### src/include/alarm_defs.vh
// Constants for the alarm relay control block: timing, register map, field layout, reset values
`ifndef ALARM_DEFS_VH
`define ALARM_DEFS_VH

// ----------------------------------------------------------------
// Timing
// ----------------------------------------------------------------
`define CLK_HZ             40'd200000000
`define INHIBIT_TIME_S     40'd60
`define LONG_PRESS_TIME_S  40'd6
`define IDLE_TIME_S        40'd300
`define AUTOCAL_TIME_S     40'd30
`define INHIBIT_CYCLES     (`INHIBIT_TIME_S * `CLK_HZ)
`define LONG_PRESS_CYCLES  (`LONG_PRESS_TIME_S * `CLK_HZ)
`define IDLE_CYCLES        (`IDLE_TIME_S * `CLK_HZ)
`define AUTOCAL_CYCLES     (`AUTOCAL_TIME_S * `CLK_HZ)

// ----------------------------------------------------------------
// Register byte offsets
// ----------------------------------------------------------------
`define REG_CONFIG         6'h00
`define REG_STATE          6'h04
`define REG_IRQ_STATUS     6'h08
`define REG_IRQ_CLEAR      6'h0C
`define REG_IRQ_ENABLE     6'h10
`define REG_CAL_TARGET     6'h14

// ----------------------------------------------------------------
// Config fields
// ----------------------------------------------------------------
`define CFG_LATCH1         0
`define CFG_LATCH2         1
`define CFG_FAILSAFE1      2
`define CFG_FAILSAFE2      3
`define CFG_FAULT_FS       4
`define CFG_CAL_AUTO       5
`define CFG_WIDTH          6
`define CFG_RESET          6'h10

// ----------------------------------------------------------------
// Interrupt events
// ----------------------------------------------------------------
`define EV_TRIP1           0
`define EV_TRIP2           1
`define EV_FAULT           2
`define EV_MENU_ENTER      3
`define EV_MENU_EXIT       4
`define EV_AUTOCAL         5
`define EV_WIDTH           6

`endif

### src/hdl/alarm_relay_control.v
// Alarm relay control: configuration menu, relay drive, fault terminal, auto calibration, Wishbone registers
//
// Behaviour
// Auto-reset relay releases by itself once reading falls under its threshold.
// Latching relay stays on after trip until operator reset.
// After reset both relays are in auto-reset mode.
// Auto-reset release needs reading 10 percent below the set-point.
// Operator reset of a latched alarm ignored unless reading under set-point.
// Alarm activation inhibited for one minute after leaving the menu.
// Menu button held six seconds in normal operation opens the menu.
// On latch-mode screens, either add or sub toggles latch versus auto-reset.
// Menu press on relay 1 latch screen commits and moves to relay 2.
// Fail-safe enabled inverts relay drive; de-energised means hazard.
// Fail-safe relay energised at start-up, de-energised during alarm.
// Per-relay fail-safe enable chosen with add/sub, both default off.
// Fault terminal polarity selectable; default de-asserts during a fault.
// Calibration screen: add selects manual, sub automatic; manual by default.
// Automatic calibration forces reading to stored target after fixed delay.
// Short menu press in normal mode is the operator reset.
// Five minutes without button activity returns the menu to normal mode.
// Relay 1 uses set-point 1, relay 2 set-point 2; trip at or above.
// Fault fail-safe yes de-asserts output on fault, no asserts it.
`timescale 1ns/100ps
`include "alarm_defs.vh"

module alarm_relay_control #(
    parameter [39:0] INHIBIT_CYCLES    = `INHIBIT_CYCLES,
    parameter [39:0] LONG_PRESS_CYCLES = `LONG_PRESS_CYCLES,
    parameter [39:0] IDLE_CYCLES       = `IDLE_CYCLES,
    parameter [39:0] AUTOCAL_CYCLES    = `AUTOCAL_CYCLES
) (
    input  wire        clk_i,
    input  wire        reset_n_i,
    input  wire [15:0] gas_reading_i,
    input  wire [15:0] setpoint1_i,
    input  wire [15:0] setpoint2_i,
    input  wire        add_btn_i,
    input  wire        sub_btn_i,
    input  wire        menu_btn_i,
    input  wire        fault_i,
    input  wire        cal_active_i,
    output wire        relay1_o,
    output wire        relay2_o,
    output reg         fault_term_o,
    output reg         cal_force_o,
    output reg  [15:0] cal_value_o,
    output reg         menu_active_o,
    output reg         irq_o,
    input  wire        wb_cyc_i,
    input  wire        wb_stb_i,
    input  wire        wb_we_i,
    input  wire [5:0]  wb_adr_i,
    input  wire [3:0]  wb_sel_i,
    input  wire [31:0] wb_dat_i,
    output reg  [31:0] wb_dat_o,
    output reg         wb_ack_o
);

    // ----------------------------------------------------------------
    // Screens
    // ----------------------------------------------------------------
    localparam [2:0] S_NORMAL   = 3'h0;
    localparam [2:0] S_LATCH1   = 3'h1;
    localparam [2:0] S_LATCH2   = 3'h2;
    localparam [2:0] S_FS1      = 3'h3;
    localparam [2:0] S_FS2      = 3'h4;
    localparam [2:0] S_FAULT_FS = 3'h5;
    localparam [2:0] S_CAL      = 3'h6;

    reg  [2:0]           screen;
    reg  [2:0]           next_screen;
    reg                  add_prev;
    reg                  sub_prev;
    reg                  menu_prev;
    reg                  fault_prev;
    reg  [39:0]          press_count;
    reg                  press_used;
    reg  [39:0]          idle_count;
    reg  [39:0]          inhibit_count;
    reg  [39:0]          cal_count;
    reg                  op_reset;
    reg  [`CFG_WIDTH-1:0] config_bits;
    reg  [15:0]          cal_target;
    reg  [`EV_WIDTH-1:0] irq_status;
    reg  [`EV_WIDTH-1:0] irq_enable;
    reg                  alarm1_prev;
    reg                  alarm2_prev;
    reg                  cal_force_prev;

    wire                 add_edge;
    wire                 sub_edge;
    wire                 menu_edge;
    wire                 menu_release;
    wire                 any_edge;
    wire                 in_menu;
    wire                 long_press;
    wire                 idle_timeout;
    wire                 menu_exit;
    wire                 inhibit;
    wire                 alarm1;
    wire                 alarm2;
    wire                 bus_req;
    wire                 bus_write;
    wire [`EV_WIDTH-1:0] events;

    // ----------------------------------------------------------------
    // Button edges
    // ----------------------------------------------------------------
    assign add_edge     = add_btn_i & ~add_prev;
    assign sub_edge     = sub_btn_i & ~sub_prev;
    assign menu_edge    = menu_btn_i & ~menu_prev;
    assign menu_release = ~menu_btn_i & menu_prev;
    assign any_edge     = add_edge | sub_edge | menu_edge;
    assign in_menu      = (screen != S_NORMAL);

    always @(posedge clk_i or negedge reset_n_i) begin
        if (!reset_n_i) begin
            add_prev  <= 1'b0;
            sub_prev  <= 1'b0;
            menu_prev <= 1'b0;
        end else begin
            add_prev  <= add_btn_i;
            sub_prev  <= sub_btn_i;
            menu_prev <= menu_btn_i;
        end
    end

    // ----------------------------------------------------------------
    // Long press and operator reset
    // ----------------------------------------------------------------
    assign long_press = !in_menu && menu_btn_i && !press_used
                        && (press_count >= LONG_PRESS_CYCLES - 40'd1);

    always @(posedge clk_i or negedge reset_n_i) begin
        if (!reset_n_i) begin
            press_count <= 40'h0;
            press_used  <= 1'b0;
            op_reset    <= 1'b0;
        end else begin
            op_reset <= 1'b0;
            if (!menu_btn_i) begin
                press_count <= 40'h0;
                press_used  <= 1'b0;
                // Release before the hold time counts as a single press
                if (menu_release && !press_used && !in_menu) begin
                    op_reset <= 1'b1;
                end
            end else begin
                if (press_count != LONG_PRESS_CYCLES) begin
                    press_count <= press_count + 40'h1;
                end
                // Presses that began inside the menu never reset alarms
                if (in_menu || long_press) begin
                    press_used <= 1'b1;
                end
            end
        end
    end

    // ----------------------------------------------------------------
    // Menu screens
    // ----------------------------------------------------------------
    assign idle_timeout = in_menu && (idle_count >= IDLE_CYCLES - 40'd1);
    assign menu_exit    = in_menu && (next_screen == S_NORMAL);

    always @* begin
        next_screen = screen;
        case (screen)
            S_NORMAL: begin
                if (long_press) begin
                    next_screen = S_LATCH1;
                end
            end
            S_LATCH1: begin
                if (menu_edge) begin
                    next_screen = S_LATCH2;
                end
            end
            S_LATCH2: begin
                if (menu_edge) begin
                    next_screen = S_FS1;
                end
            end
            S_FS1: begin
                if (menu_edge) begin
                    next_screen = S_FS2;
                end
            end
            S_FS2: begin
                if (menu_edge) begin
                    next_screen = S_FAULT_FS;
                end
            end
            S_FAULT_FS: begin
                if (menu_edge) begin
                    next_screen = S_CAL;
                end
            end
            S_CAL: begin
                if (menu_edge) begin
                    next_screen = S_NORMAL;
                end
            end
            default: begin
                next_screen = S_NORMAL;
            end
        endcase
        if (idle_timeout) begin
            next_screen = S_NORMAL;
        end
    end

    always @(posedge clk_i or negedge reset_n_i) begin
        if (!reset_n_i) begin
            screen        <= S_NORMAL;
            menu_active_o <= 1'b0;
            idle_count    <= 40'h0;
            inhibit_count <= 40'h0;
        end else begin
            screen        <= next_screen;
            menu_active_o <= (next_screen != S_NORMAL);
            if (!in_menu || any_edge) begin
                idle_count <= 40'h0;
            end else begin
                idle_count <= idle_count + 40'h1;
            end
            // Held at full while in the menu, runs down after leaving it
            if (in_menu) begin
                inhibit_count <= INHIBIT_CYCLES;
            end else if (inhibit_count != 40'h0) begin
                inhibit_count <= inhibit_count - 40'h1;
            end
        end
    end

    assign inhibit = in_menu || (inhibit_count != 40'h0);

    // ----------------------------------------------------------------
    // Configuration
    // ----------------------------------------------------------------
    assign bus_req   = wb_cyc_i & wb_stb_i;
    assign bus_write = bus_req & wb_we_i & wb_ack_o;

    always @(posedge clk_i or negedge reset_n_i) begin
        if (!reset_n_i) begin
            config_bits <= `CFG_RESET;
            cal_target  <= 16'h0000;
        end else begin
            case (screen)
                S_LATCH1: begin
                    if (add_edge || sub_edge) begin
                        config_bits[`CFG_LATCH1] <= ~config_bits[`CFG_LATCH1];
                    end
                end
                S_LATCH2: begin
                    if (add_edge || sub_edge) begin
                        config_bits[`CFG_LATCH2] <= ~config_bits[`CFG_LATCH2];
                    end
                end
                S_FS1: begin
                    if (add_edge) begin
                        config_bits[`CFG_FAILSAFE1] <= 1'b1;
                    end else if (sub_edge) begin
                        config_bits[`CFG_FAILSAFE1] <= 1'b0;
                    end
                end
                S_FS2: begin
                    if (add_edge) begin
                        config_bits[`CFG_FAILSAFE2] <= 1'b1;
                    end else if (sub_edge) begin
                        config_bits[`CFG_FAILSAFE2] <= 1'b0;
                    end
                end
                S_FAULT_FS: begin
                    if (add_edge) begin
                        config_bits[`CFG_FAULT_FS] <= 1'b1;
                    end else if (sub_edge) begin
                        config_bits[`CFG_FAULT_FS] <= 1'b0;
                    end
                end
                S_CAL: begin
                    if (add_edge) begin
                        config_bits[`CFG_CAL_AUTO] <= 1'b0;
                    end else if (sub_edge) begin
                        config_bits[`CFG_CAL_AUTO] <= 1'b1;
                    end
                end
                default: begin
                end
            endcase
            // Software write wins over a button in the same cycle
            if (bus_write && wb_adr_i == `REG_CONFIG && wb_sel_i[0]) begin
                config_bits <= wb_dat_i[`CFG_WIDTH-1:0];
            end
            if (bus_write && wb_adr_i == `REG_CAL_TARGET) begin
                if (wb_sel_i[0]) begin
                    cal_target[7:0] <= wb_dat_i[7:0];
                end
                if (wb_sel_i[1]) begin
                    cal_target[15:8] <= wb_dat_i[15:8];
                end
            end
        end
    end

    // ----------------------------------------------------------------
    // Relays and fault terminal
    // ----------------------------------------------------------------
    relay_channel u_relay1 (
        .clk_i        (clk_i),
        .reset_n_i    (reset_n_i),
        .reading_i    (gas_reading_i),
        .setpoint_i   (setpoint1_i),
        .latch_mode_i (config_bits[`CFG_LATCH1]),
        .fail_safe_i  (config_bits[`CFG_FAILSAFE1]),
        .inhibit_i    (inhibit),
        .op_reset_i   (op_reset),
        .alarm_o      (alarm1),
        .coil_o       (relay1_o)
    );

    relay_channel u_relay2 (
        .clk_i        (clk_i),
        .reset_n_i    (reset_n_i),
        .reading_i    (gas_reading_i),
        .setpoint_i   (setpoint2_i),
        .latch_mode_i (config_bits[`CFG_LATCH2]),
        .fail_safe_i  (config_bits[`CFG_FAILSAFE2]),
        .inhibit_i    (inhibit),
        .op_reset_i   (op_reset),
        .alarm_o      (alarm2),
        .coil_o       (relay2_o)
    );

    always @(posedge clk_i or negedge reset_n_i) begin
        if (!reset_n_i) begin
            fault_term_o <= 1'b0;
        end else begin
            // Fail-safe yes: output asserted while healthy, dropped on fault
            fault_term_o <= config_bits[`CFG_FAULT_FS] ? ~fault_i : fault_i;
        end
    end

    // ----------------------------------------------------------------
    // Automatic calibration
    // ----------------------------------------------------------------
    always @(posedge clk_i or negedge reset_n_i) begin
        if (!reset_n_i) begin
            cal_count   <= 40'h0;
            cal_force_o <= 1'b0;
            cal_value_o <= 16'h0000;
        end else begin
            cal_value_o <= cal_target;
            if (!cal_active_i || !config_bits[`CFG_CAL_AUTO]) begin
                cal_count   <= 40'h0;
                cal_force_o <= 1'b0;
            end else if (cal_count >= AUTOCAL_CYCLES - 40'd1) begin
                cal_force_o <= 1'b1;
            end else begin
                cal_count <= cal_count + 40'h1;
            end
        end
    end

    // ----------------------------------------------------------------
    // Interrupts
    // ----------------------------------------------------------------
    assign events = {cal_force_o & ~cal_force_prev,
                     menu_exit,
                     long_press,
                     fault_i & ~fault_prev,
                     alarm2 & ~alarm2_prev,
                     alarm1 & ~alarm1_prev};

    always @(posedge clk_i or negedge reset_n_i) begin
        if (!reset_n_i) begin
            alarm1_prev    <= 1'b0;
            alarm2_prev    <= 1'b0;
            fault_prev     <= 1'b0;
            cal_force_prev <= 1'b0;
            irq_status     <= {`EV_WIDTH{1'b0}};
            irq_enable     <= {`EV_WIDTH{1'b0}};
            irq_o          <= 1'b0;
        end else begin
            alarm1_prev    <= alarm1;
            alarm2_prev    <= alarm2;
            fault_prev     <= fault_i;
            cal_force_prev <= cal_force_o;
            // A new event beats a clear landing in the same cycle
            if (bus_write && wb_adr_i == `REG_IRQ_CLEAR && wb_sel_i[0]) begin
                irq_status <= (irq_status & ~wb_dat_i[`EV_WIDTH-1:0]) | events;
            end else begin
                irq_status <= irq_status | events;
            end
            if (bus_write && wb_adr_i == `REG_IRQ_ENABLE && wb_sel_i[0]) begin
                irq_enable <= wb_dat_i[`EV_WIDTH-1:0];
            end
            irq_o <= |(irq_status & irq_enable);
        end
    end

    // ----------------------------------------------------------------
    // Wishbone slave
    // ----------------------------------------------------------------
    always @(posedge clk_i or negedge reset_n_i) begin
        if (!reset_n_i) begin
            wb_ack_o <= 1'b0;
            wb_dat_o <= 32'h00000000;
        end else begin
            wb_ack_o <= bus_req & ~wb_ack_o;
            wb_dat_o <= 32'h00000000;
            if (bus_req && !wb_ack_o && !wb_we_i) begin
                case (wb_adr_i)
                    `REG_CONFIG:     wb_dat_o <= {26'h0, config_bits};
                    `REG_STATE:      wb_dat_o <= {24'h0, screen, inhibit, relay2_o, relay1_o, alarm2, alarm1};
                    `REG_IRQ_STATUS: wb_dat_o <= {26'h0, irq_status};
                    `REG_IRQ_ENABLE: wb_dat_o <= {26'h0, irq_enable};
                    `REG_CAL_TARGET: wb_dat_o <= {16'h0, cal_target};
                    default:         wb_dat_o <= 32'h00000000;
                endcase
            end
        end
    end

endmodule // alarm_relay_control

### src/hdl/relay_channel.v
// One alarm relay: trip, hysteresis release, latching and fail-safe drive
`timescale 1ns/100ps
`include "alarm_defs.vh"

module relay_channel (
    input  wire        clk_i,
    input  wire        reset_n_i,
    input  wire [15:0] reading_i,
    input  wire [15:0] setpoint_i,
    input  wire        latch_mode_i,
    input  wire        fail_safe_i,
    input  wire        inhibit_i,
    input  wire        op_reset_i,
    output reg         alarm_o,
    output reg         coil_o
);

    wire [15:0] release_level;
    wire        over_setpoint;
    wire        below_setpoint;
    wire        below_release;
    reg         next_alarm;

    // Release point sits 10 percent under the trip level
    assign release_level  = setpoint_i - (setpoint_i / 16'd10);
    assign over_setpoint  = (reading_i >= setpoint_i);
    assign below_setpoint = (reading_i < setpoint_i);
    assign below_release  = (reading_i < release_level);

    always @* begin
        next_alarm = alarm_o;
        if (!alarm_o) begin
            if (over_setpoint && !inhibit_i) begin
                next_alarm = 1'b1;
            end
        end else if (latch_mode_i) begin
            if (op_reset_i && below_setpoint) begin
                next_alarm = 1'b0;
            end
        end else if (below_release) begin
            next_alarm = 1'b0;
        end
    end

    always @(posedge clk_i or negedge reset_n_i) begin
        if (!reset_n_i) begin
            alarm_o <= 1'b0;
            coil_o  <= 1'b0;
        end else begin
            alarm_o <= next_alarm;
            // Fail-safe: energised when quiet, dropped on alarm
            coil_o  <= next_alarm ^ fail_safe_i;
        end
    end

endmodule // relay_channel

### config.mk
export PLATFORM = sky130hd
export DESIGN_NAME = alarm_relay_control
export DESIGN_NICKNAME = d
export VERILOG_FILES = /design/src/hdl/alarm_relay_control.v /design/src/hdl/relay_channel.v
export VERILOG_INCLUDE_DIRS = /design/src /design/src/include
export SDC_FILE = /design/constraint.sdc
export NUM_CORES = 1
export LEC_CHECK = 0
export ABC_AREA = 1
export BUFFER_PORTS_ARGS = -buffer_cell sky130_fd_sc_hd__buf_2
export CAP_MARGIN = 20
export CORE_UTILIZATION = 50
export CTS_CLUSTER_SIZE = 24
export DETAILED_ROUTE_END_ITERATION = 12
export GPL_TIMING_DRIVEN = 0
export PLACE_DENSITY = 0.67
export SLEW_MARGIN = 30
export SYNTH_ARGS = -nofsm -noshare
export SYNTH_HDL_FRONTEND = slang
export SYNTH_HIERARCHICAL = 1
export SYNTH_SLANG_ARGS = --single-unit
### constraint.sdc
create_clock -name clk_i -period 5.4 [get_ports clk_i]
set_input_delay 0.54 -clock clk_i [delete_from_list [all_inputs] [get_ports clk_i]]
set_output_delay 0.54 -clock clk_i [all_outputs]
set_load 0.02 [all_outputs]
==> results_dict.tcl <==
set metrics [dict create \
    ys_top_cells_by_area "dfrtp_1 33%, nand2_1 11%, nor2_1 6.9%" \
    synthFlopType "dfrtp_1" \
    async_reset_ff_frac 1.00 \
    synth_area_per_cell_um2 7.32 \
    post-dp-hpwl_mm 35.9 \
    detail_route.first_pass.iterations 5 \
    synth_edf_count 0 \
    crit_path_max_incr_delay_ps 290 \
    rsz0062_at_grt "yes" \
    startpoint "setpoint1_i[13]" \
    ioPinCount 155 \
    tightest_slew_ps 701 \
    die-area_mm2 0.0376 \
    slew_viol_final 0 \
    vias 17300 \
    num_antenna_cells 0 \
    rows 69 \
    cts_sinks 247 \
    clock_path_buffers 3 \
    clkSlewWorstSetupHoldPaths_ps 60 \
    path_class "primary input to flop" \
    numPortBuffers 120 \
    p_leak_nw 10.9 \
    cap_violations 0 \
    cts_inserted_buffers 27 \
    wl_met3_mm 2.09 \
    drive_gt1_frac 0.238 \
    top_layer_used "met4" \
    hold_violations 0 \
    fp.dieH_um 194 \
    cts_root_buf "clkbuf_16" \
    multi_input_area_mm2 0.0115 \
    vdd_ir_drop_max_mv 0.537 \
    regArea_mm2 0.00618 \
    vias_per_cell 5.29 \
    die_w_um 194 \
    gr-total-overflow 0 \
    fmax_mhz 129 \
    wl_met2_mm 22.8 \
    r2r_start "inhibit_count[0]" \
    finalSetupTns_ps -8980 \
    fin_crit_sh 1.44 \
    fin_util 0.624 \
    synth_area_leader_cell "dfrtp_1" \
    nNetsFinal 2981 \
    yosys_warnings 6 \
    crit_path_end_kind "flop" \
    clkLatencyLatePin_ps 570 \
    post-route-min-period_ps 7760 \
    wl_met1_mm 22.9 \
    routedWlPerCell_um 15.0 \
    drc 0 \
    power.density_mw_per_mm2 485 \
    syn_area_mm2 0.0184 \
    setup_ws_ps -2360 \
    yosysSeqAreaShare 0.336 \
    ys_seq_elements 247 \
    max_slew_margin 0.533 \
    grt_pass1_vias 16700 \
    antenna_left 0 \
    syn_inst 2516 \
    grt_max_degree 87 \
    yosysUniqueCellTypes 60 \
    place.gp.congestion 0.933 \
    core_area_mm2 0.0359 \
    path_max_fanout 5 \
    setup_viol 4 \
    violations "setup timing" \
    wl_mm 48.9 \
    grt.total_usage 0.252 \
    antenna_found_initial 0 \
    htreeDepth 1 \
    crit_path_top_delay_cell "ha_1" \
    status "complete, but fails checks" \
    clock_skew_ps 24.9 \
    critPathLaunchType "primary input" \
    crit_top_cell "buf_4" \
    holdCritPathClass "primary input to flop" \
    fill_cells 3102 \
    required_ps 5860 \
    synth.top_cell.area_share 0.334 \
    area_growth_pct 21.7 \
    holdCritStartpoint "add_btn_i" \
    grt_pass1_wl_mm 79.7 \
    worstPathArrival_ps 8220 \
    cts_tree "done" \
    drt_iter0_drc 1109 \
    start_util 0.513 \
]
Yosys cell counts (all sizes together), types with 18 or more instances:
cell	n
nand2	649
clkbuf	18
a21oi	83
nor2	360
xnor2	21
nand4	54
nand3	220
nor4	18
xor2	89
buf	35
o21ai	85
ha	93
inv	324
dfrtp	246
nor3	91
per-layer routing:
layer | global-route usage | vias up
met1 | 0.351 | 8100
met4 | 0.0617 | 0
met3 | 0.0270 | 83
met2 | 0.421 | 398
met5 | 0 | -
li1 | - | 8699
kinds of logic after synthesis:
logic type               Yosys count  synth area share
AND/OR/NAND/NOR                 1427             0.373
buffers and inverters            385            0.0883
flip-flops                       247             0.336
AO/OA/AOI/OAI                    241            0.0789
XOR/XNOR                         110            0.0523
adder cells (fa/ha/maj)           95            0.0654
multiplexers                      10           0.00612
other                              1          0.000204
stage by stage:
step                setup slack (ps)  total power [mW]  cells  cell area, um^2  hold WS, ps
floorplan                      -1840              6.28   2531            18600          244
global placement               -2680              7.08   3112            19700          379
detailed placement             -2850              7.27   3115            19800          382
CTS                            -2170              9.93   3232            21500         75.8
global route                   -2850              11.8   3268            22400         85.6
finish                         -2360              10.9   3268            22400         93.9
critical path, delay by kind of cell:
kind / cells / cell delay, ps
adder cells (fa/ha/maj): 2 / 510
buffers and inverters: 34 / 4120
AND/OR/NAND/NOR: 15 / 1390
AO/OA/AOI/OAI: 9 / 1300
XOR/XNOR: 2 / 280
power by group:
group          switching [mW]  internal, mW  total [mW]  leakage [nW]
Clock                   0.778          1.26        2.04         0.487
Sequential             0.0884          1.94        2.03          3.32
Combinational            3.90          2.92        6.81          7.06
flip-flops by register name, summed over array words and instances, names as in the netlist, 3 cells and up:
signal and cells:
idle_count 40, irq_enable 6, inhibit_count 40, config_bits 6
cal_target 16, irq_status 6, cal_count 40, press_count 40
wb_dat_o 16, cal_value_o 16, screen 3
worst paths after layout:
| check | endpoint | slack, ps | cells after the start |
|---|---|---|---|
| worst min register to register | cal_value_o[14] | 400 | 0 |
| worst min-delay path | add_prev | 90 | 1 |
| max in group asynchronous | cal_count[7] | 3930 | 4 |
| worst max register to register | u_relay2/coil_o | 2850 | 10 |
| min in group asynchronous | cal_value_o[14] | 480 | 2 |
| worst max-delay path | u_relay1/coil_o | -2360 | 62 |
layout by cell type (no fill, tap or decap), types with 9 or more instances in the layout:
| cell | n |
|---|---|
| nor4_1 | 18 |
| buf_4 | 125 |
| a21oi_1 | 77 |
| a22oi_1 | 12 |
| nand3_1 | 160 |
| nand3_2 | 36 |
| xnor2_1 | 21 |
| xor2_1 | 89 |
| dfrtp_1 | 246 |
| inv_1 | 274 |
| buf_2 | 121 |
| conb_1 | 16 |
| clkbuf_1 | 21 |
| clkbuf_16 | 27 |
| o21ai_2 | 12 |
| inv_2 | 37 |
| nand4_1 | 54 |
| nand2_4 | 83 |
| o21bai_1 | 11 |
| inv_4 | 13 |
| nand2_2 | 68 |
| o21ai_0 | 60 |
| nand2_1 | 495 |
| or2_2 | 12 |
| mux2_2 | 10 |
| nand3_4 | 24 |
| nor2_4 | 16 |
| nor2_1 | 334 |
| nor3_1 | 84 |
| ha_1 | 91 |
| nor2_2 | 9 |
repair_timing:
item / 4_1_cts / 5_1_grt
gates cloned: 0 / 0
pin swaps: 35 / 79
hold endpoints to repair: 47 / 0
gates resized for setup: 43 / 153
hold buffers: 1 / 0
setup endpoints to repair: 4 / 4
buffers inserted: 66 / 36
layout make-up:
class / count / share of cell area
multi-input combinational: 1899 / 0.513
sequential: 247 / 0.276
timing repair buffer: 226 / 0.0678
inverter: 332 / 0.0592
clock buffer: 37 / 0.0349
tap: 461 / 0.0257
buffer: 53 / 0.0142
clock inverter: 13 / 0.00955
No activity file was read; power rests on OpenSTA's default activity.
